--- src/hdl/tc_pkg.sv ---
package tc_pkg;
  // control register fields
  localparam int CR_MODE_LSB = 0;
  localparam int CR_MODE_MSB = 2;
  localparam int CR_RUN_BIT = 3;
  localparam int CR_CK_LSB = 4;
  localparam int CR_CK_MSB = 6;
  localparam int CR_FF_BIT = 7;
  localparam logic [7:0] CR_RESET = 8'h00;
  localparam logic [7:0] CMP_RESET = 8'hFF;
  // mode codes
  localparam logic [2:0] MODE_TIMER8 = 3'h0;
  localparam logic [2:0] MODE_DIVIDER8 = 3'h1;
  localparam logic [2:0] MODE_TIMER16 = 3'h4;
  // source clock codes
  localparam logic [2:0] CK_DIV11 = 3'h0;
  localparam logic [2:0] CK_DIV7 = 3'h1;
  localparam logic [2:0] CK_DIV5 = 3'h2;
  localparam logic [2:0] CK_DIV3 = 3'h3;
  localparam logic [2:0] CK_PIN = 3'h7;
  // prescaler taps
  localparam int PRE_W = 11;
  localparam int TAP11 = 10;
  localparam int TAP7 = 6;
  localparam int TAP5 = 4;
  localparam int TAP3 = 2;
  localparam int SLOW_TAP3 = 2;
  localparam int SLOW_W = 3;
endpackage : tc_pkg

--- src/hdl/tick_if.sv ---
`timescale 1ns/1ns
interface tick_if;
  logic [tc_pkg::PRE_W-1:0] fastTaps;
  logic [tc_pkg::SLOW_W-1:0] slowTaps;
  logic fastTick;
  logic slowTick;
  modport src (output fastTaps, output slowTaps, output fastTick, output slowTick);
  modport snk (input fastTaps, input slowTaps, input fastTick, input slowTick);
endinterface : tick_if

--- src/hdl/dual_8bit_timer_counter.sv ---
`timescale 1ns/1ns
module dual_8bit_timer_counter (
  input wire logic clk,
  input wire logic resetn,
  input wire logic slowClkEn,
  input wire logic slowState,
  input wire logic prescalerSelect,
  input wire logic [7:0] counterControlLo,
  input wire logic [7:0] counterControlHi,
  input wire logic [7:0] compareValueLo,
  input wire logic [7:0] compareValueHi,
  input wire logic eventInputPinLo,
  input wire logic eventInputPinHi,
  output logic matchIrqLo,
  output logic matchIrqHi,
  output logic dividerOutPinLo,
  output logic dividerOutPinHi,
  output logic [7:0] countLo,
  output logic [7:0] countHi
);
  tick_if tk ();
  prescaler u_pre (
    .clk(clk),
    .resetn(resetn),
    .slowClkEn(slowClkEn),
    .tk(tk)
  );

  typedef enum logic [1:0] {ST_IDLE = 2'b01, ST_RUN = 2'b10} run_t;

  // rising edge of a tap, slow tap only advances on slow ticks
  function automatic logic tapEdge(input logic cur, input logic prev);
    return cur & ~prev;
  endfunction : tapEdge

  function automatic logic pickTick(input logic [2:0] ck, input logic [3:0] edges,
                                    input logic slowEdge, input logic selSlow,
                                    input logic inSlow, input logic pinFall);
    logic r;
    r = 1'b0;
    if (ck == tc_pkg::CK_PIN) r = pinFall;
    else if (inSlow) r = (ck == tc_pkg::CK_DIV11) & slowEdge;
    else begin
      unique case (ck)
        tc_pkg::CK_DIV11: r = selSlow ? slowEdge : edges[0];
        tc_pkg::CK_DIV7: r = edges[1];
        tc_pkg::CK_DIV5: r = edges[2];
        tc_pkg::CK_DIV3: r = edges[3];
        default: r = 1'b0;
      endcase
    end
    return r;
  endfunction : pickTick

  // synchronisers and edge history
  logic [1:0] pinLoSync_ff, pinHiSync_ff, nxt_pinLoSync, nxt_pinHiSync;
  logic pinLoPrev_ff, pinHiPrev_ff;
  logic [3:0] tapPrev_ff, nxt_tapPrev;
  logic slowPrev_ff, nxt_slowPrev;
  logic [3:0] taps, edges;
  logic slowEdge, fallLo, fallHi;

  always_comb begin
    taps = {tk.fastTaps[tc_pkg::TAP3], tk.fastTaps[tc_pkg::TAP5],
            tk.fastTaps[tc_pkg::TAP7], tk.fastTaps[tc_pkg::TAP11]};
    for (int i = 0; i < 4; i++) edges[i] = tapEdge(taps[i], tapPrev_ff[i]);
    slowEdge = tapEdge(tk.slowTaps[tc_pkg::SLOW_TAP3], slowPrev_ff);
    nxt_tapPrev = taps;
    nxt_slowPrev = tk.slowTaps[tc_pkg::SLOW_TAP3];
    nxt_pinLoSync = {pinLoSync_ff[0], eventInputPinLo};
    nxt_pinHiSync = {pinHiSync_ff[0], eventInputPinHi};
    fallLo = pinLoPrev_ff & ~pinLoSync_ff[1];
    fallHi = pinHiPrev_ff & ~pinHiSync_ff[1];
  end

  always_ff @(posedge clk) begin
    if (!resetn) begin
      pinLoSync_ff <= 2'b11;
      pinHiSync_ff <= 2'b11;
      pinLoPrev_ff <= 1'b1;
      pinHiPrev_ff <= 1'b1;
      tapPrev_ff <= '0;
      slowPrev_ff <= 1'b0;
    end else begin
      pinLoSync_ff <= nxt_pinLoSync;
      pinHiSync_ff <= nxt_pinHiSync;
      pinLoPrev_ff <= pinLoSync_ff[1];
      pinHiPrev_ff <= pinHiSync_ff[1];
      tapPrev_ff <= nxt_tapPrev;
      slowPrev_ff <= nxt_slowPrev;
    end
  end

  // counters
  logic [7:0] cntLo_ff, cntHi_ff, nxt_cntLo, nxt_cntHi;
  logic ffLo_ff, ffHi_ff, nxt_ffLo, nxt_ffHi;
  logic irqLo_ff, irqHi_ff, nxt_irqLo, nxt_irqHi;
  logic pinOutLo_ff, pinOutHi_ff, nxt_pinOutLo, nxt_pinOutHi;
  run_t stLo_ff, stHi_ff, nxt_stLo, nxt_stHi;
  logic runLo, runHi, cascade, tickLo, tickHi, matchLo, matchHi, match16;
  logic [2:0] modeLo, modeHi;
  // last seen init bits: a stopped flip-flop only reloads on start or when software rewrites the bit
  logic initLo, initHi, initLoPrev_ff, initHiPrev_ff, nxt_initLoPrev, nxt_initHiPrev;

  always_comb begin
    runLo = counterControlLo[tc_pkg::CR_RUN_BIT];
    runHi = counterControlHi[tc_pkg::CR_RUN_BIT];
    modeLo = counterControlLo[tc_pkg::CR_MODE_MSB:tc_pkg::CR_MODE_LSB];
    modeHi = counterControlHi[tc_pkg::CR_MODE_MSB:tc_pkg::CR_MODE_LSB];
    initLo = counterControlLo[tc_pkg::CR_FF_BIT];
    initHi = counterControlHi[tc_pkg::CR_FF_BIT];
    nxt_initLoPrev = initLo;
    nxt_initHiPrev = initHi;
    // upper byte mode 1xx makes the pair one 16-bit counter, run from the upper run bit
    cascade = modeHi[2];
    tickLo = pickTick(counterControlLo[tc_pkg::CR_CK_MSB:tc_pkg::CR_CK_LSB], edges, slowEdge,
                      prescalerSelect, slowState, fallLo);
    tickHi = pickTick(counterControlHi[tc_pkg::CR_CK_MSB:tc_pkg::CR_CK_LSB], edges, slowEdge,
                      prescalerSelect, slowState, fallHi);
    // compare is read live, so a write while running takes effect at once
    matchLo = tickLo && (cntLo_ff + 8'h01 == compareValueLo);
    matchHi = tickHi && (cntHi_ff + 8'h01 == compareValueHi);
    match16 = tickLo && ({cntHi_ff, cntLo_ff} + 16'h0001 == {compareValueHi, compareValueLo});
    nxt_stLo = (cascade ? runHi : runLo) ? ST_RUN : ST_IDLE;
    nxt_stHi = runHi ? ST_RUN : ST_IDLE;
    nxt_cntLo = cntLo_ff;
    nxt_cntHi = cntHi_ff;
    nxt_ffLo = ffLo_ff;
    nxt_ffHi = ffHi_ff;
    nxt_irqLo = 1'b0;
    nxt_irqHi = 1'b0;
    if (cascade) begin
      if (stHi_ff == ST_IDLE) begin
        {nxt_cntHi, nxt_cntLo} = 16'h0000;
      end else if (match16) begin
        {nxt_cntHi, nxt_cntLo} = 16'h0000;
        nxt_irqHi = 1'b1;
      end else if (tickLo) begin
        // lower byte overflow clocks the upper byte
        nxt_cntLo = cntLo_ff + 8'h01;
        if (cntLo_ff == 8'hFF) nxt_cntHi = cntHi_ff + 8'h01;
      end
    end else begin
      unique case (stLo_ff)
        ST_IDLE: begin
          nxt_cntLo = 8'h00;
        end
        ST_RUN: begin
          if (matchLo) begin
            nxt_cntLo = 8'h00;
            nxt_irqLo = 1'b1;
            if (modeLo == tc_pkg::MODE_DIVIDER8) nxt_ffLo = ~ffLo_ff;
          end else if (tickLo) nxt_cntLo = cntLo_ff + 8'h01;
        end
      endcase
      unique case (stHi_ff)
        ST_IDLE: begin
          nxt_cntHi = 8'h00;
        end
        ST_RUN: begin
          if (matchHi) begin
            nxt_cntHi = 8'h00;
            nxt_irqHi = 1'b1;
            if (modeHi == tc_pkg::MODE_DIVIDER8) nxt_ffHi = ~ffHi_ff;
          end else if (tickHi) nxt_cntHi = cntHi_ff + 8'h01;
        end
      endcase
    end
    // stopping freezes the flip-flop: the init bit is only sampled while already idle
    if (stLo_ff == ST_RUN && nxt_stLo == ST_IDLE) nxt_ffLo = ffLo_ff;
    if (stHi_ff == ST_RUN && nxt_stHi == ST_IDLE) nxt_ffHi = ffHi_ff;
    // loading on every idle cycle would undo the held level; load on start or on a rewrite only
    if (stLo_ff == ST_IDLE && (nxt_stLo == ST_RUN || initLo != initLoPrev_ff)) nxt_ffLo = initLo;
    if (stHi_ff == ST_IDLE && (nxt_stHi == ST_RUN || initHi != initHiPrev_ff)) nxt_ffHi = initHi;
    nxt_pinOutLo = ~nxt_ffLo;
    nxt_pinOutHi = ~nxt_ffHi;
  end

  always_ff @(posedge clk) begin
    if (!resetn) begin
      stLo_ff <= ST_IDLE;
      stHi_ff <= ST_IDLE;
      cntLo_ff <= 8'h00;
      cntHi_ff <= 8'h00;
      ffLo_ff <= 1'b0;
      ffHi_ff <= 1'b0;
      irqLo_ff <= 1'b0;
      irqHi_ff <= 1'b0;
      pinOutLo_ff <= 1'b1;
      pinOutHi_ff <= 1'b1;
      initLoPrev_ff <= 1'b0;
      initHiPrev_ff <= 1'b0;
    end else begin
      initLoPrev_ff <= nxt_initLoPrev;
      initHiPrev_ff <= nxt_initHiPrev;
      stLo_ff <= nxt_stLo;
      stHi_ff <= nxt_stHi;
      cntLo_ff <= nxt_cntLo;
      cntHi_ff <= nxt_cntHi;
      ffLo_ff <= nxt_ffLo;
      ffHi_ff <= nxt_ffHi;
      irqLo_ff <= nxt_irqLo;
      irqHi_ff <= nxt_irqHi;
      pinOutLo_ff <= nxt_pinOutLo;
      pinOutHi_ff <= nxt_pinOutHi;
    end
  end

  assign matchIrqLo = irqLo_ff;
  assign matchIrqHi = irqHi_ff;
  assign dividerOutPinLo = pinOutLo_ff;
  assign dividerOutPinHi = pinOutHi_ff;
  assign countLo = cntLo_ff;
  assign countHi = cntHi_ff;
endmodule : dual_8bit_timer_counter

--- src/hdl/prescaler.sv ---
`timescale 1ns/1ns
module prescaler (
  input wire logic clk,
  input wire logic resetn,
  input wire logic slowClkEn,
  tick_if.src tk
);
  logic [tc_pkg::PRE_W-1:0] fast_ff, nxt_fast;
  logic [tc_pkg::SLOW_W-1:0] slow_ff, nxt_slow;
  // slow clock arrives as an enable pulse, so the whole chain stays on clk
  always_comb begin
    nxt_fast = fast_ff + 1'b1;
    nxt_slow = slowClkEn ? slow_ff + 1'b1 : slow_ff;
  end
  always_ff @(posedge clk) begin
    if (!resetn) begin
      fast_ff <= '0;
      slow_ff <= '0;
    end else begin
      fast_ff <= nxt_fast;
      slow_ff <= nxt_slow;
    end
  end
  assign tk.fastTaps = fast_ff;
  assign tk.slowTaps = slow_ff;
  assign tk.fastTick = 1'b1;
  assign tk.slowTick = slowClkEn;
endmodule : prescaler

--- config.mk ---
export PLATFORM = sky130hd
export DESIGN_NAME = dual_8bit_timer_counter
export DESIGN_NICKNAME = d
export VERILOG_FILES = /design/src/hdl/tc_pkg.sv /design/src/hdl/tick_if.sv /design/src/hdl/dual_8bit_timer_counter.sv /design/src/hdl/prescaler.sv
export SDC_FILE = /design/constraint.sdc
export NUM_CORES = 1
export LEC_CHECK = 0
export ABC_CLOCK_PERIOD_IN_PS = 5600
export BUFFER_PORTS_ARGS = -buffer_cell sky130_fd_sc_hd__buf_2
export CAP_MARGIN = 20
export CORE_ASPECT_RATIO = 0.7
export CORE_MARGIN = 3
export CORE_UTILIZATION = 59
export DETAILED_ROUTE_END_ITERATION = 7
export PLACE_DENSITY = 0.88
export REMOVE_ABC_BUFFERS = 1
export SLEW_MARGIN = 20
export SYNTH_ARGS = -nofsm -noshare
export SYNTH_HDL_FRONTEND = slang
export SYNTH_SLANG_ARGS = --single-unit
--- constraint.sdc ---
create_clock -name clk -period 5.6 [get_ports clk]
set_input_delay 0.28 -clock clk [delete_from_list [all_inputs] [get_ports clk]]
set_output_delay 0.28 -clock clk [all_outputs]
set_load 0.05 [all_outputs]
Yosys cells after proc, flatten, opt, wreduce, memory -nomap -nowiden:

Cells that the tools add are included.

* input port bits: 39
* flip-flop bits (word level): 53
* output and inout bits: 20
* word-level logic and storage cells: 129

* mux-type cells: 42
* reductions and logical operators: 13
* equal/unequal tests: 27
* bitwise operators: 22
* $add $sub $neg: 5

Operators by type and width (number)
* 8-bit 2-to-1 mux: 12
* 8-bit case mux with 2 select lines: 2
* 1-bit 2-to-1 mux: 24
* 16-bit by 1-bit adder with 16-bit output (second input constant): 1
* 8-bit by 1-bit adder with 8-bit output (second input constant): 2
* 16-bit equality test: 1
* 8-bit equality test: 2
* 1-bit NOT: 13
* 3-bit by 1-bit equality test with 1-bit output (second input constant): 4
* 3-bit by 2-bit equality test with 1-bit output (second input constant): 4
* 11-bit by 1-bit adder with 11-bit output (second input constant): 1
* 1-bit bitwise AND: 9
* 2-bit by 1-bit equality test with 1-bit output (second input constant): 4
* 2-bit equality test (second input constant): 4
* 8-bit equality test (second input constant): 1
* 4-bit by 1-bit inequality test with 1-bit output (second input constant): 2
* 1-bit case mux with 4 select lines: 2
* 1-bit logical AND: 7
* 3-bit equality test (second input constant): 2
* 3-bit zero test: 2
* 2-bit 2-to-1 mux: 2
* 4-bit inequality test (second input constant): 1
* 3-bit by 1-bit adder with 3-bit output (second input constant): 1
* 3-bit AND reduction: 1
* 3 further kinds: 5

Depth between registers and ports, before layout:

Gate-level depths: netlist of the first run.

* depth after elaboration: 13
* gate-level depth with buffers: 10
* depth with buffers taken out: 9

By module:

From an unflattened synthesis of the first run, not the netlist that was laid out.

* cell total of the unflattened synthesis: 360
* area total of the unflattened synthesis: 3081.7 um2

Modules (own cells, without submodules)
* dual_8bit_timer_counter: cells each 296, seq. area each 780.7 um2, area an instance 2483.6 um2, times used 1
* prescaler: cells each 64, seq. area each 280.3 um2, area an instance 598.1 um2, times used 1

Worst setup path after synthesis of the first run:

No wires, ideal clock.

* path type: reg2reg
* start point: register cntHi_ff[1], in the netlist countHi[1]
* end point: register cntHi_ff[5], in the netlist countHi[5]
* period minus slack after synthesis: 3363 ps
* cell stages (with the launch flop): 11
* buffers on the path: 1
* data arrival time: 3241 ps
* data required time: 5478 ps
* library setup time: 122 ps
* setup slack: 2237 ps
* path through: dfxtp_1 -> ha_1 -> clkbuf_1 -> nand3_1 -> or3_1 -> a211oi_1 -> o21ai_0 -> or2_2 -> o21ai_2 -> nor2_1 -> a221o_1

* longest elaborated chain between the ends: 6
* elaborated cells on any way between the ends: 18
* those cells by class: add/sub (2); eq/ne (5); mux (8); reduce/logical (3)

RTL lines
* start, declared: RTL line dual_8bit_timer_counter.sv:95 `logic [7:0] cntLo_ff, cntHi_ff, nxt_cntLo, nxt_cntHi;`
* start signal, assigned: RTL line dual_8bit_timer_counter.sv:199 `cntHi_ff <= nxt_cntHi;`
* 16-bit by 1-bit adder with 16-bit output or 8-bit by 1-bit adder with 8-bit output (tied branches)
* 16-bit equality test (tied with other cells): RTL line dual_8bit_timer_counter.sv:123 `match16 = tickLo && ({cntHi_ff, cntLo_ff} + 16'h0001 == {compareValueHi, compareValueLo});`
* 1-bit logical AND (tied with other cells): RTL line dual_8bit_timer_counter.sv:123
* 8-bit 2-to-1 mux, on equally long branches: RTL line dual_8bit_timer_counter.sv:135, dual_8bit_timer_counter.sv:161
* 8-bit 2-to-1 mux or 8-bit case mux with 2 select lines (tied branches): RTL line dual_8bit_timer_counter.sv:133, dual_8bit_timer_counter.sv:156
* 8-bit 2-to-1 mux: RTL line dual_8bit_timer_counter.sv:132 `if (cascade) begin`

Several ways; a longest one is shown, not always the timed one. The select of a mux whose other input is x is not followed.
A chain may end at the register's enable or synchronous reset.

Worst setup path after layout of the first run:

* start point: register cntHi_ff[0], in the netlist countHi[0]
* end point: register cntHi_ff[4], in the netlist countHi[4]

Same word-level chain as after synthesis.

==> impl_metrics.prom, run 1 <==
# TYPE chip_impl_metric gauge
chip_impl_info{name="outcome",value="completed"} 1
chip_impl_metric{name="synth_cells",unit=""} 353
chip_impl_metric{name="globalplace.congestion",unit=""} 0.885
chip_impl_info{name="postSynth.topFlopCell",value="dfxtp_1"} 1
chip_impl_info{name="maxUsedRoutingLayer",value="met4"} 1
chip_impl_metric{name="worst_ep_arrival_time",unit="ns"} 3.71
chip_impl_metric{name="floorplan.initialDensity",unit="%"} 64.7
chip_impl_metric{name="dpl-instance-area",unit="sq mm"} 0.00328
chip_impl_info{name="post-synth-top-area-cell",value="dfxtp_1"} 1
chip_impl_metric{name="io-pin-count",unit=""} 59
chip_impl_info{name="tritoncts",value="built"} 1
chip_impl_metric{name="route.met3.wl",unit="um"} 537
chip_impl_metric{name="postSynth.asyncResetShare",unit="%"} 0
chip_impl_info{name="start_kind",value="register"} 1
chip_impl_metric{name="number_of_global_route_vias_before_repair",unit=""} 2512
chip_impl_metric{name="ys_ff_latch",unit=""} 53
chip_impl_metric{name="syn_to_final_growth",unit="%"} 14.1
chip_impl_metric{name="num_rows",unit=""} 20
chip_impl_metric{name="final_min_period_over_clock_period",unit="%"} 62.8
chip_impl_metric{name="totalNegativeSetupSlack",unit="ns"} 0
chip_impl_metric{name="timing.critical_path.fanout_max",unit=""} 11
chip_impl_metric{name="grt_start_max_net_pins",unit=""} 24
chip_impl_metric{name="insertedDiodeCount",unit=""} 0
chip_impl_info{name="synth_top_cells_by_area",value="dfxtp_1 (36%), xnor2_1 (7.3%), nor2_1 (5.3%)"} 1
chip_impl_metric{name="layout_cells_sized_above_1",unit="%"} 20.5
chip_impl_metric{name="worst-r2r-cell-count",unit=""} 9
chip_impl_metric{name="leakage",unit="nW"} 1.33
chip_impl_metric{name="clock_tree.buffer_depth",unit=""} 2
chip_impl_metric{name="clock_skew",unit="ns"} 0.00637
chip_impl_metric{name="post-layout-total-power",unit="uW"} 758
chip_impl_metric{name="power_switching_share",unit="%"} 24.6
chip_impl_metric{name="post-route-drc-count",unit=""} 0
chip_impl_metric{name="fmax",unit="MHz"} 285
chip_impl_info{name="worstSetupEndpointType",value="register"} 1
chip_impl_metric{name="synth_cell_type_count",unit=""} 67
chip_impl_metric{name="peakVddDrop",unit="uV"} 137
chip_impl_metric{name="clock_transition_time_at_the_flip_flop_clock_pins_of_the_worst_setup_and_hold_paths",unit="ns"} 0.09
chip_impl_metric{name="hpwl",unit="mm"} 5.27
chip_impl_metric{name="seq_power_share",unit="%"} 52.3
chip_impl_info{name="clk_root_buffer_cell",value="clkbuf_8"} 1
chip_impl_metric{name="floorplan.die_area",unit="sq mm"} 0.00595
chip_impl_metric{name="grt_antenna_before_repair",unit=""} 0
chip_impl_metric{name="drt_first_pass_iters",unit=""} 5
chip_impl_metric{name="drv_cap",unit=""} 0
chip_impl_metric{name="setup-violations-final",unit=""} 0
chip_impl_metric{name="cts_made_buffers",unit=""} 5
chip_impl_metric{name="post_cts_hold_buffer_count",unit=""} 0
chip_impl_metric{name="worst-r2r-setup-slack",unit="ns"} 2.09
chip_impl_metric{name="synth.yosys.warnings",unit=""} 0
chip_impl_info{name="timing.setup.critical_path_class",value="reg -> reg"} 1
chip_impl_metric{name="core",unit="sq mm"} 0.00460
chip_impl_metric{name="drt.antenna.violating_nets",unit=""} 0
chip_impl_info{name="r2r_end",value="countHi[4]$_SDFFE_PN0P_"} 1
chip_impl_metric{name="relative_slew_slack",unit="%"} 50.7
chip_impl_metric{name="min_delay_path_depth",unit=""} 2
chip_impl_metric{name="design_area",unit="sq mm"} 0.00340
chip_impl_metric{name="quantity_of_gates_resized_following_cts",unit=""} 0
chip_impl_metric{name="clkSinkCount",unit=""} 53
chip_impl_info{name="hold_path.class",value="in -> reg"} 1
chip_impl_metric{name="synth_enable_flop_cells",unit=""} 0
chip_impl_metric{name="drt-vias-per-instance",unit=""} 5.91
chip_impl_metric{name="grt_remaining_overflow",unit=""} 0
chip_impl_metric{name="cts-htree-levels",unit=""} 2
chip_impl_metric{name="routedWlPerCell",unit="um"} 15.0
chip_impl_metric{name="drtIter0Drc",unit=""} 191
chip_impl_metric{name="wl_met1",unit="mm"} 3.37
chip_impl_metric{name="critical_path_required",unit="ns"} 5.80
chip_impl_metric{name="critPathMaxStageDelay",unit="ns"} 0.55
chip_impl_metric{name="synth_sequential_area_ratio",unit="%"} 35.6
chip_impl_metric{name="detail_route.wirelength",unit="mm"} 7.04
chip_impl_metric{name="final_nets",unit=""} 446
chip_impl_metric{name="internal_power",unit="uW"} 571
chip_impl_info{name="post-synth-top-count-cell",value="dfxtp_1"} 1
chip_impl_metric{name="clock_insertion_delay_worst_skew",unit="ns"} 0.31
chip_impl_metric{name="grt_pass1_wl",unit="mm"} 11.6
chip_impl_metric{name="met2WireLength",unit="mm"} 3.09
chip_impl_metric{name="worstMarginPinSlew",unit="ns"} 0.738
chip_impl_metric{name="netlist_area",unit="sq mm"} 0.00298
chip_impl_metric{name="cts_setup_buffers",unit=""} 0
chip_impl_metric{name="combinationalPowerShare",unit="%"} 11.9
chip_impl_info{name="worstPathCellList",value="ha_1 > nand3_1 > or3_1 > a211oi_1 > o21ai_0 > or2_2 > o21ai_2 > nor2_1 > a221o_1"} 1
chip_impl_metric{name="power.density_cell_area",unit="mW/mm^2"} 223
chip_impl_info{name="critical-path-slowest-cell",value="dfxtp_1"} 1
chip_impl_metric{name="timing.final.hold_violations",unit=""} 0
chip_impl_info{name="commonest_cells_in_the_synthesized_netlist",value="dfxtp_1 (53), nor2_1 (42), xnor2_1 (25)"} 1
chip_impl_metric{name="hold-worst-slack",unit="ns"} 0.153
chip_impl_metric{name="switchingPower",unit="uW"} 187
chip_impl_info{name="hold_path.startpoint",value="eventInputPinLo"} 1
chip_impl_metric{name="slew_viol_final",unit=""} 0
chip_impl_info{name="rsz_0062_raised_after_global_routing",value="false"} 1
chip_impl_metric{name="layout_min_cycle_time",unit="ns"} 3.51
chip_impl_metric{name="post-synth-top-area-fraction",unit="%"} 35.6
chip_impl_metric{name="avgSynthCellArea",unit="sq um"} 8.44
chip_impl_metric{name="clockPowerShare",unit="%"} 35.8
chip_impl_metric{name="dieHeight",unit="um"} 65.5
chip_impl_metric{name="placement.io_buffers",unit=""} 58
chip_impl_metric{name="grt_util_all_layers",unit="%"} 23.6
chip_impl_info{name="timing.hold.worst_endpoint",value="pinLoSync_ff[0]$_SDFF_PN1_"} 1
chip_impl_metric{name="die_width",unit="um"} 90.9
chip_impl_metric{name="via_count",unit=""} 2776
chip_impl_info{name="r2r-start",value="countHi[0]$_SDFFE_PN0P_"} 1
-- placed cells by master (no fill, tap or decap), types with 10 or more instances in the layout --
cell,instances
dfxtp_1,53
buf_2,58
nor2_1,42
xnor2_1,25
xor2_1,17
nand2_1,23
a21oi_1,10
and2_1,13
nand3_1,15
o21ai_0,14
nand2b_1,13
inv_1,11
-- power by group through the flow --
stage / Combinational (mW) / Clock, mW / Sequential, mW
floorplan: 0.0488 / 0 / 0.410
global route: 0.0991 / 0.290 / 0.398
finish: 0.0900 / 0.271 / 0.397
CTS: 0.0895 / 0.275 / 0.396
detailed placement: 0.0887 / 0 / 0.405
global placement: 0.0860 / 0 / 0.404
-- worst max-delay path by stage --
stage / start / slack, ns / end
2_1_floorplan: countHi[0]$_SDFFE_PN0P_ / 2.28 / countHi[3]$_SDFFE_PN0P_
3_3_place_gp: countHi[0]$_SDFFE_PN0P_ / 2.36 / countHi[3]$_SDFFE_PN0P_
3_5_place_dp: countHi[0]$_SDFFE_PN0P_ / 2.21 / countHi[4]$_SDFFE_PN0P_
4_1_cts: countHi[0]$_SDFFE_PN0P_ / 2.18 / countHi[4]$_SDFFE_PN0P_
5_1_grt: countHi[0]$_SDFFE_PN0P_ / 1.88 / countHi[3]$_SDFFE_PN0P_
6_report: countHi[0]$_SDFFE_PN0P_ / 2.09 / countHi[4]$_SDFFE_PN0P_
-- cells by family after synthesis --
logic type | count (synthesis) | share of synthesized area (%)
AO/OA/AOI/OAI | 65 | 15.7
XOR/XNOR | 42 | 12.3
adder cells (fa/ha/maj) | 4 | 1.68
buffers and inverters | 26 | 3.82
flip-flops | 53 | 35.6
multiplexers | 4 | 1.39
AND/OR/NAND/NOR | 159 | 29.5
-- critical path, delay by kind of cell (launching register included) --
kind | cells | cell delay (ns)
adder cells (fa/ha/maj) | 1 | 0.43
AO/OA/AOI/OAI | 4 | 1.18
AND/OR/NAND/NOR | 4 | 1.24
flip-flops | 1 | 0.55
-- state kept, by name, summed over array words and instances, names as in the netlist --
signal	cells
stHi_ff	2
pinHiSync_ff	2
pinHiPrev_ff	1
matchIrqLo	1
slowPrev_ff	1
pinLoPrev_ff	1
pinLoSync_ff	2
countHi	8
ffHi_ff	1
u_pre.tk.fastTaps	11
dividerOutPinLo	1
u_pre.tk.slowTaps	3
initLoPrev_ff	1
initHiPrev_ff	1
matchIrqHi	1
dividerOutPinHi	1
stLo_ff	2
tapPrev_ff	4
ffLo_ff	1
countLo	8
-- layout make-up --
type	instances	area (sq um)
Multi-Input combinational cell	274	1800
Fill cell	386	1200
Sequential cell	53	1060
Timing Repair Buffer	58	290
Clock buffer	6	82.6
Tap cell	66	82.6
Inverter	11	41.3
Clock inverter	2	37.5
-- routing by layer --
layer / global-route usage (%) / up-vias
met4: 5.64 / 0
met1: 33.6 / 1297
li1: - / 1357
met3: 5.15 / 5
met2: 36.6 / 117
met5: 0 / -
-- per-stage QoR --
| step | utilization [%] | instances | setup WS [ns] |
|---|---|---|---|
| 2_1_floorplan | - | 338 | 2.28 |
| 3_5_place_dp | 71.2 | 462 | 2.21 |
| 6_report | 73.8 | 470 | 2.09 |
| 4_1_cts | 73.8 | 470 | 2.18 |
| 3_3_place_gp | 71.2 | 462 | 2.36 |
| 5_1_grt | 73.8 | 470 | 1.88 |
(Power assumes the default switching activity.)
==> run 2: changes to the inputs <==
- ABC_CLOCK_PERIOD_IN_PS: 5600 -> 3400
- CORE_UTILIZATION: 59 -> 55
- PLACE_DENSITY: 0.88 -> 0.83
- clock period: 5.6 -> 3.4 ns (I/O delays scaled with it)
==> impl_metrics.prom, run 2 (synthesis gave the netlist of run 1 again) <==
# TYPE chip_impl_metric gauge
chip_impl_metric{name="clock_skew",unit="ns"} 0.00571
chip_impl_metric{name="number_of_global_route_vias_before_repair",unit=""} 2509
chip_impl_metric{name="peakVddDrop",unit="uV"} 236
chip_impl_info{name="worstPathCellList",value="nand3_1 > or3_1 > a2111o_1 > or4_4 > nor4_4 > o32ai_2 > and2_4 > a221o_1"} 1
chip_impl_metric{name="post-route-drc-count",unit=""} 0
chip_impl_metric{name="floorplan.die_area",unit="sq mm"} 0.00635
chip_impl_metric{name="postLayoutCoreUtil",unit="%"} 69.3
chip_impl_metric{name="internal_power",unit="uW"} 944
chip_impl_info{name="worstSetupEndpointType",value="register"} 1
chip_impl_metric{name="grt_pass1_wl",unit="mm"} 11.4
chip_impl_metric{name="seq_power_share",unit="%"} 52.4
chip_impl_info{name="tritoncts",value="built"} 1
chip_impl_metric{name="globalplace.congestion",unit=""} 0.946
chip_impl_metric{name="worst-r2r-setup-slack",unit="ns"} 0.29
chip_impl_metric{name="grt_start_max_net_pins",unit=""} 21
chip_impl_metric{name="n_fill_cell",unit=""} 430
chip_impl_metric{name="timing.final.hold_violations",unit=""} 0
chip_impl_info{name="timing.critical_path.max_delay_family",value="simple AND/OR/NAND/NOR gates"} 1
chip_impl_metric{name="post_cts_hold_buffer_count",unit=""} 0
chip_impl_metric{name="relative_slew_slack",unit="%"} 61.5
chip_impl_metric{name="power.density_cell_area",unit="mW/mm^2"} 360
chip_impl_metric{name="clock_insertion_delay_worst_skew",unit="ns"} 0.31
chip_impl_metric{name="worst_slack",unit="ns"} 0.286
chip_impl_info{name="hold_path.class",value="in -> reg"} 1
chip_impl_metric{name="clkSinkCount",unit=""} 53
chip_impl_info{name="critical-path-slowest-cell",value="or4_4"} 1
chip_impl_metric{name="clock_transition_time_at_the_flip_flop_clock_pins_of_the_worst_setup_and_hold_paths",unit="ns"} 0.09
chip_impl_metric{name="dp_slack",unit="ns"} 0.353
chip_impl_metric{name="critPathMaxStageDelay",unit="ns"} 0.55
chip_impl_metric{name="drtIter0Drc",unit=""} 141
chip_impl_metric{name="layout_cells_sized_above_1",unit="%"} 21.8
chip_impl_metric{name="hpwl",unit="mm"} 5.24
chip_impl_metric{name="switchingPower",unit="uW"} 302
chip_impl_metric{name="io-pin-count",unit=""} 59
chip_impl_metric{name="drt.antenna.violating_nets",unit=""} 0
chip_impl_metric{name="layout_min_cycle_time",unit="ns"} 3.11
chip_impl_metric{name="setup-violations-final",unit=""} 0
chip_impl_info{name="timing.setup.critical_path_class",value="reg -> reg"} 1
chip_impl_metric{name="dieHeight",unit="um"} 67.6
chip_impl_metric{name="detail_route.wirelength",unit="mm"} 6.94
chip_impl_metric{name="worst-r2r-cell-count",unit=""} 8
chip_impl_metric{name="syn_to_final_growth",unit="%"} 16.1
chip_impl_metric{name="worstMarginPinSlew",unit="ns"} 0.577
chip_impl_metric{name="timing.critical_path.buf_inv",unit=""} 0
chip_impl_metric{name="drv_cap",unit=""} 0
chip_impl_metric{name="clock_tree.buffer_depth",unit=""} 2
chip_impl_metric{name="drt-vias-per-instance",unit=""} 5.66
chip_impl_info{name="rsz_0062_raised_after_global_routing",value="false"} 1
chip_impl_metric{name="largest_register_ffs",unit=""} 11
chip_impl_metric{name="worst_ep_arrival_time",unit="ns"} 3.32
chip_impl_metric{name="critical_path_depth",unit=""} 8
chip_impl_metric{name="cts_made_buffers",unit=""} 5
chip_impl_metric{name="final_min_period_over_clock_period",unit="%"} 91.6
chip_impl_metric{name="hold-worst-slack",unit="ns"} 0.0354
chip_impl_metric{name="fmax",unit="MHz"} 321
chip_impl_metric{name="multi_input_area",unit="sq mm"} 0.00180
chip_impl_metric{name="core",unit="sq mm"} 0.00499
chip_impl_metric{name="post-layout-total-power",unit="mW"} 1.25
chip_impl_metric{name="grt_remaining_overflow",unit=""} 0
chip_impl_metric{name="combinationalPowerShare",unit="%"} 12.1
chip_impl_metric{name="routedWlPerCell",unit="um"} 14.4
chip_impl_metric{name="quantity_of_gates_resized_following_cts",unit=""} 0
chip_impl_metric{name="seq_area",unit="sq mm"} 0.00106
chip_impl_metric{name="slew_viol_final",unit=""} 0
chip_impl_metric{name="floorplan.initialDensity",unit="%"} 59.7
chip_impl_metric{name="drt_first_pass_iters",unit=""} 4
chip_impl_metric{name="insertedDiodeCount",unit=""} 0
chip_impl_metric{name="cts_setup_buffers",unit=""} 0
chip_impl_metric{name="min_delay_path_depth",unit=""} 2
chip_impl_info{name="start_kind",value="register"} 1
chip_impl_metric{name="placement.io_buffers",unit=""} 58
chip_impl_metric{name="clockPowerShare",unit="%"} 35.5
chip_impl_metric{name="num_rows",unit=""} 21
chip_impl_info{name="clk_root_buffer_cell",value="clkbuf_8"} 1
chip_impl_metric{name="totalNegativeSetupSlack",unit="ns"} 0
chip_impl_metric{name="final_nets",unit=""} 454
chip_impl_metric{name="critical_path_required",unit="ns"} 3.61
chip_impl_metric{name="die_width",unit="um"} 94.0
chip_impl_metric{name="leakage",unit="nW"} 1.37
chip_impl_info{name="layout_common_cells",value="buf_2 (58), dfxtp_1 (53), nor2_1 (42)"} 1
chip_impl_metric{name="via_count",unit=""} 2723
chip_impl_metric{name="grt_util_all_layers",unit="%"} 22.7
chip_impl_metric{name="timing.critical_path.fanout_max",unit=""} 10
chip_impl_info{name="outcome",value="completed"} 1
chip_impl_metric{name="cts-htree-levels",unit=""} 2
chip_impl_info{name="mostFrequentLayoutCell",value="buf_2"} 1
chip_impl_metric{name="grt_antenna_before_repair",unit=""} 0
chip_impl_metric{name="power_switching_share",unit="%"} 24.2
-- run 2: cell types whose count changed in the layout (fill, tap and decap cells not counted), sizes merged --
cell,change
buf,+8
clkinvlp,-1
clkbuf,+1
-- run 2: final cells by class --
class / instances / area share [%]
flip-flops and latches: 53 / 30.7
clock buffers: 7 / 2.50
inverters: 11 / 1.19
repair buffers: 66 / 10.1
clock inverters: 1 / 0.868
well taps: 69 / 2.50
multi-input cells: 274 / 52.2
-- run 2: final timing paths --
kind | start | end
worst max-delay path | countLo[2]$_SDFF_PN0_ | countHi[3]$_SDFFE_PN0P_
worst min-delay path | eventInputPinHi | pinHiSync_ff[0]$_SDFF_PN1_
worst max register to register | countLo[2]$_SDFF_PN0_ | countHi[3]$_SDFFE_PN0P_
worst min register to register | pinLoSync_ff[0]$_SDFF_PN1_ | pinLoSync_ff[1]$_SDFF_PN1_
-- run 2: power by group through the flow --
stage | Combinational (mW) | Clock (mW) | Sequential, mW
after floorplan | 0.0804 | 0 | 0.675
after CTS | 0.150 | 0.451 | 0.653
after detailed placement | 0.149 | 0 | 0.667
final | 0.151 | 0.442 | 0.653
after global placement | 0.145 | 0 | 0.666
after global routing | 0.166 | 0.476 | 0.656
-- run 2: worst reg2reg max path: stages, from the launching register on --
cell	delay, ns
dfxtp_1	0.52
nand3_1	0.17
or3_1	0.33
a2111o_1	0.45
or4_4	0.55
nor4_4	0.25
o32ai_2	0.23
and2_4	0.23
a221o_1	0.30
-- run 2: metrics by stage --
stage               area (sq um)  cells
finish                      3460    481
global route                3460    481
CTS                         3460    481
detailed placement          3340    473
global placement            3340    473
floorplan                   2910    338
-- run 2: layer usage --
| metal | global-route usage, % | up-vias | wire length, um | part of all wire [%] |
|---|---|---|---|---|
| met2 | 36.0 | 90 | 3090 | 45 |
| met1 | 31.1 | 1256 | 3380 | 49 |
| met4 | 7.75 | 0 | 69 | 0.99 |
| li1 | - | 1368 | - | - |
| met3 | 4.34 | 9 | 401 | 5.8 |
| met5 | 0 | - | 0 | 0 |
==> run 3: changes to the inputs <==
- BUFFER_PORTS_ARGS: -buffer_cell sky130_fd_sc_hd__buf_2 -> not set
- CORE_UTILIZATION: 55 -> 60
- DONT_BUFFER_PORTS: not set -> 1
- PLACE_DENSITY: 0.83 -> 0.79
==> impl_metrics.prom, run 3 (synthesis gave the netlist of run 1 again) <==
# TYPE chip_impl_metric gauge
chip_impl_metric{name="drt.antenna.violating_nets",unit=""} 0
chip_impl_metric{name="insertedDiodeCount",unit=""} 0
chip_impl_metric{name="n_fill_cell",unit=""} 368
chip_impl_metric{name="routedWlPerCell",unit="um"} 15.8
chip_impl_metric{name="setup-violations-final",unit=""} 0
chip_impl_metric{name="leakage",unit="nW"} 1.20
chip_impl_info{name="outcome",value="completed"} 1
chip_impl_metric{name="fmax",unit="MHz"} 322
chip_impl_metric{name="drt_first_pass_iters",unit=""} 5
chip_impl_info{name="critical-path-slowest-cell",value="or4b_2"} 1
chip_impl_metric{name="layout_min_cycle_time",unit="ns"} 3.11
chip_impl_metric{name="cts_made_buffers",unit=""} 5
chip_impl_metric{name="seq_power_share",unit="%"} 56.9
chip_impl_metric{name="clock_tree.buffer_depth",unit=""} 2
chip_impl_metric{name="timing.critical_path.fanout_max",unit=""} 10
chip_impl_metric{name="post-route-drc-count",unit=""} 0
chip_impl_metric{name="worst_ep_arrival_time",unit="ns"} 3.31
chip_impl_metric{name="via_count",unit=""} 2671
chip_impl_metric{name="grt_remaining_overflow",unit=""} 0
chip_impl_metric{name="layout_cells_sized_above_1",unit="%"} 12.6
chip_impl_metric{name="critical_path_required",unit="ns"} 3.60
chip_impl_metric{name="worstMarginPinSlew",unit="ns"} 0.520
chip_impl_metric{name="clkSinkCount",unit=""} 53
chip_impl_metric{name="multi_input_area",unit="sq mm"} 0.00180
chip_impl_metric{name="postLayoutCoreUtil",unit="%"} 72.6
chip_impl_metric{name="totalNegativeSetupSlack",unit="ns"} 0
chip_impl_metric{name="globalplace.congestion",unit=""} 0.889
chip_impl_metric{name="clock_transition_time_at_the_flip_flop_clock_pins_of_the_worst_setup_and_hold_paths",unit="ns"} 0.09
chip_impl_metric{name="core",unit="sq mm"} 0.00455
chip_impl_info{name="clk_root_buffer_cell",value="clkbuf_8"} 1
chip_impl_metric{name="grt_antenna_before_repair",unit=""} 0
chip_impl_metric{name="drv_cap",unit=""} 0
chip_impl_metric{name="relative_slew_slack",unit="%"} 64.9
chip_impl_metric{name="critPathMaxStageDelay",unit="ns"} 0.75
chip_impl_info{name="start_kind",value="register"} 1
chip_impl_info{name="worstPathCellList",value="nand4_1 > or4b_2 > a21oi_1 > o211ai_1 > nor4_4 > o32ai_2 > and2_4 > a221o_1"} 1
chip_impl_metric{name="die_width",unit="um"} 90.2
chip_impl_metric{name="timing.final.hold_violations",unit=""} 0
chip_impl_metric{name="grt_start_max_net_pins",unit=""} 18
chip_impl_metric{name="slew_viol_final",unit=""} 0
chip_impl_metric{name="power.density_cell_area",unit="mW/mm^2"} 351
chip_impl_metric{name="clock_insertion_delay_worst_skew",unit="ns"} 0.30
chip_impl_metric{name="floorplan.die_area",unit="sq mm"} 0.00586
chip_impl_metric{name="number_of_global_route_vias_before_repair",unit=""} 2525
chip_impl_metric{name="final_nets",unit=""} 415
chip_impl_metric{name="dieHeight",unit="um"} 65.0
chip_impl_metric{name="cts-htree-levels",unit=""} 2
chip_impl_info{name="timing.critical_path.max_delay_family",value="simple AND/OR/NAND/NOR gates"} 1
chip_impl_metric{name="peakVddDrop",unit="uV"} 226
chip_impl_metric{name="internal_power",unit="uW"} 876
chip_impl_metric{name="dp_slack",unit="ns"} 0.340
chip_impl_metric{name="clockPowerShare",unit="%"} 33.1
chip_impl_info{name="mostFrequentLayoutCell",value="dfxtp_1"} 1
chip_impl_metric{name="cts_setup_buffers",unit=""} 0
chip_impl_metric{name="clock_skew",unit="ns"} 0.00590
chip_impl_metric{name="io-pin-count",unit=""} 59
chip_impl_metric{name="switchingPower",unit="uW"} 284
chip_impl_metric{name="worst_slack",unit="ns"} 0.290
chip_impl_metric{name="largest_register_ffs",unit=""} 11
chip_impl_info{name="tritoncts",value="built"} 1
chip_impl_metric{name="syn_to_final_growth",unit="%"} 11.0
chip_impl_metric{name="placement.io_buffers",unit=""} 0
chip_impl_metric{name="seq_area",unit="sq mm"} 0.00106
chip_impl_info{name="layout_common_cells",value="dfxtp_1 (53), nor2_1 (42), xnor2_1 (25)"} 1
chip_impl_metric{name="grt_util_all_layers",unit="%"} 23.8
chip_impl_metric{name="final_min_period_over_clock_period",unit="%"} 91.5
chip_impl_info{name="timing.setup.critical_path_class",value="reg -> reg"} 1
chip_impl_metric{name="timing.critical_path.buf_inv",unit=""} 0
chip_impl_metric{name="grt_pass1_wl",unit="mm"} 11.4
chip_impl_info{name="worstSetupEndpointType",value="register"} 1
chip_impl_metric{name="drt-vias-per-instance",unit=""} 6.08
chip_impl_metric{name="num_rows",unit=""} 20
chip_impl_metric{name="detail_route.wirelength",unit="mm"} 6.95
chip_impl_metric{name="power_switching_share",unit="%"} 24.5
chip_impl_metric{name="hpwl",unit="mm"} 5.16
chip_impl_metric{name="combinationalPowerShare",unit="%"} 10.0
chip_impl_metric{name="floorplan.initialDensity",unit="%"} 65.4
chip_impl_info{name="hold_path.class",value="in -> reg"} 1
chip_impl_metric{name="drtIter0Drc",unit=""} 188
chip_impl_info{name="rsz_0062_raised_after_global_routing",value="false"} 1
==> run 3: changes by cell type in the layout (fill, tap and decap cells not counted), sizes merged <==
cell,delta
bufinv,-1
buf,-44
clkinv,+1
dlygate4sd3,+5
==> run 3: routing by layer <==
| metal | vias to the layer above | track usage (%) | routed length [um] |
|---|---|---|---|
| li1 | 1295 | - | - |
| met1 | 1255 | 32.0 | 3290 |
| met2 | 112 | 37.9 | 3110 |
| met3 | 9 | 6.38 | 483 |
| met4 | 0 | 6.68 | 70 |
| met5 | - | 0 | 0 |
==> run 3: per-stage QoR <==
| stage | instance area [sq um] | cells | total power, mW | hold WS (ns) |
|---|---|---|---|---|
| after floorplan | 2910 | 338 | 0.756 | 0.232 |
| after global placement | 3150 | 426 | 0.777 | 0.236 |
| after detailed placement | 3150 | 426 | 0.781 | 0.247 |
| after CTS | 3310 | 439 | 1.16 | 0.0253 |
| after global routing | 3310 | 439 | 1.21 | 0.0197 |
| final | 3310 | 439 | 1.16 | 0.0306 |
==> run 3: final cells by class <==
cell class,instances,area share [%]
multi-input cells,274,54.6
flip-flops and latches,53,32.1
repair buffers,27,6.51
clock buffers,7,2.91
well taps,66,2.50
inverters,11,1.25
clock inverters,1,0.151
==> run 3: path summary, 6_finish.rpt <==
| path | slack (ns) | startpoint | depth (start not counted) | to |
|---|---|---|---|---|
| worst max register to register | 0.29 | countLo[2]$_SDFF_PN0_ | 8 | countHi[3]$_SDFFE_PN0P_ |
| worst min-delay path | 0.03 | counterControlHi[7] | 1 | ffHi_ff$_SDFF_PN0_ |
| worst max-delay path | 0.29 | countLo[2]$_SDFF_PN0_ | 8 | countHi[3]$_SDFFE_PN0P_ |
| worst min register to register | 0.42 | pinHiSync_ff[0]$_SDFF_PN1_ | 1 | pinHiSync_ff[1]$_SDFF_PN1_ |
==> run 3: power by group through the flow <==
| stage | registers (mW) | clock network (mW) | logic (mW) |
|---|---|---|---|
| detailed placement | 0.674 | 0 | 0.107 |
| global route | 0.663 | 0.416 | 0.128 |
| global placement | 0.674 | 0 | 0.104 |
| floorplan | 0.675 | 0 | 0.0804 |
| CTS | 0.660 | 0.388 | 0.115 |
| finish | 0.660 | 0.384 | 0.116 |
==> run 3: repair_timing <==
action / in CTS / in global routing
hold endpoints to repair: 17 / 0
resized for setup: 0 / 0
setup endpoints to repair: 0 / 0
hold buffers: 5 / 0
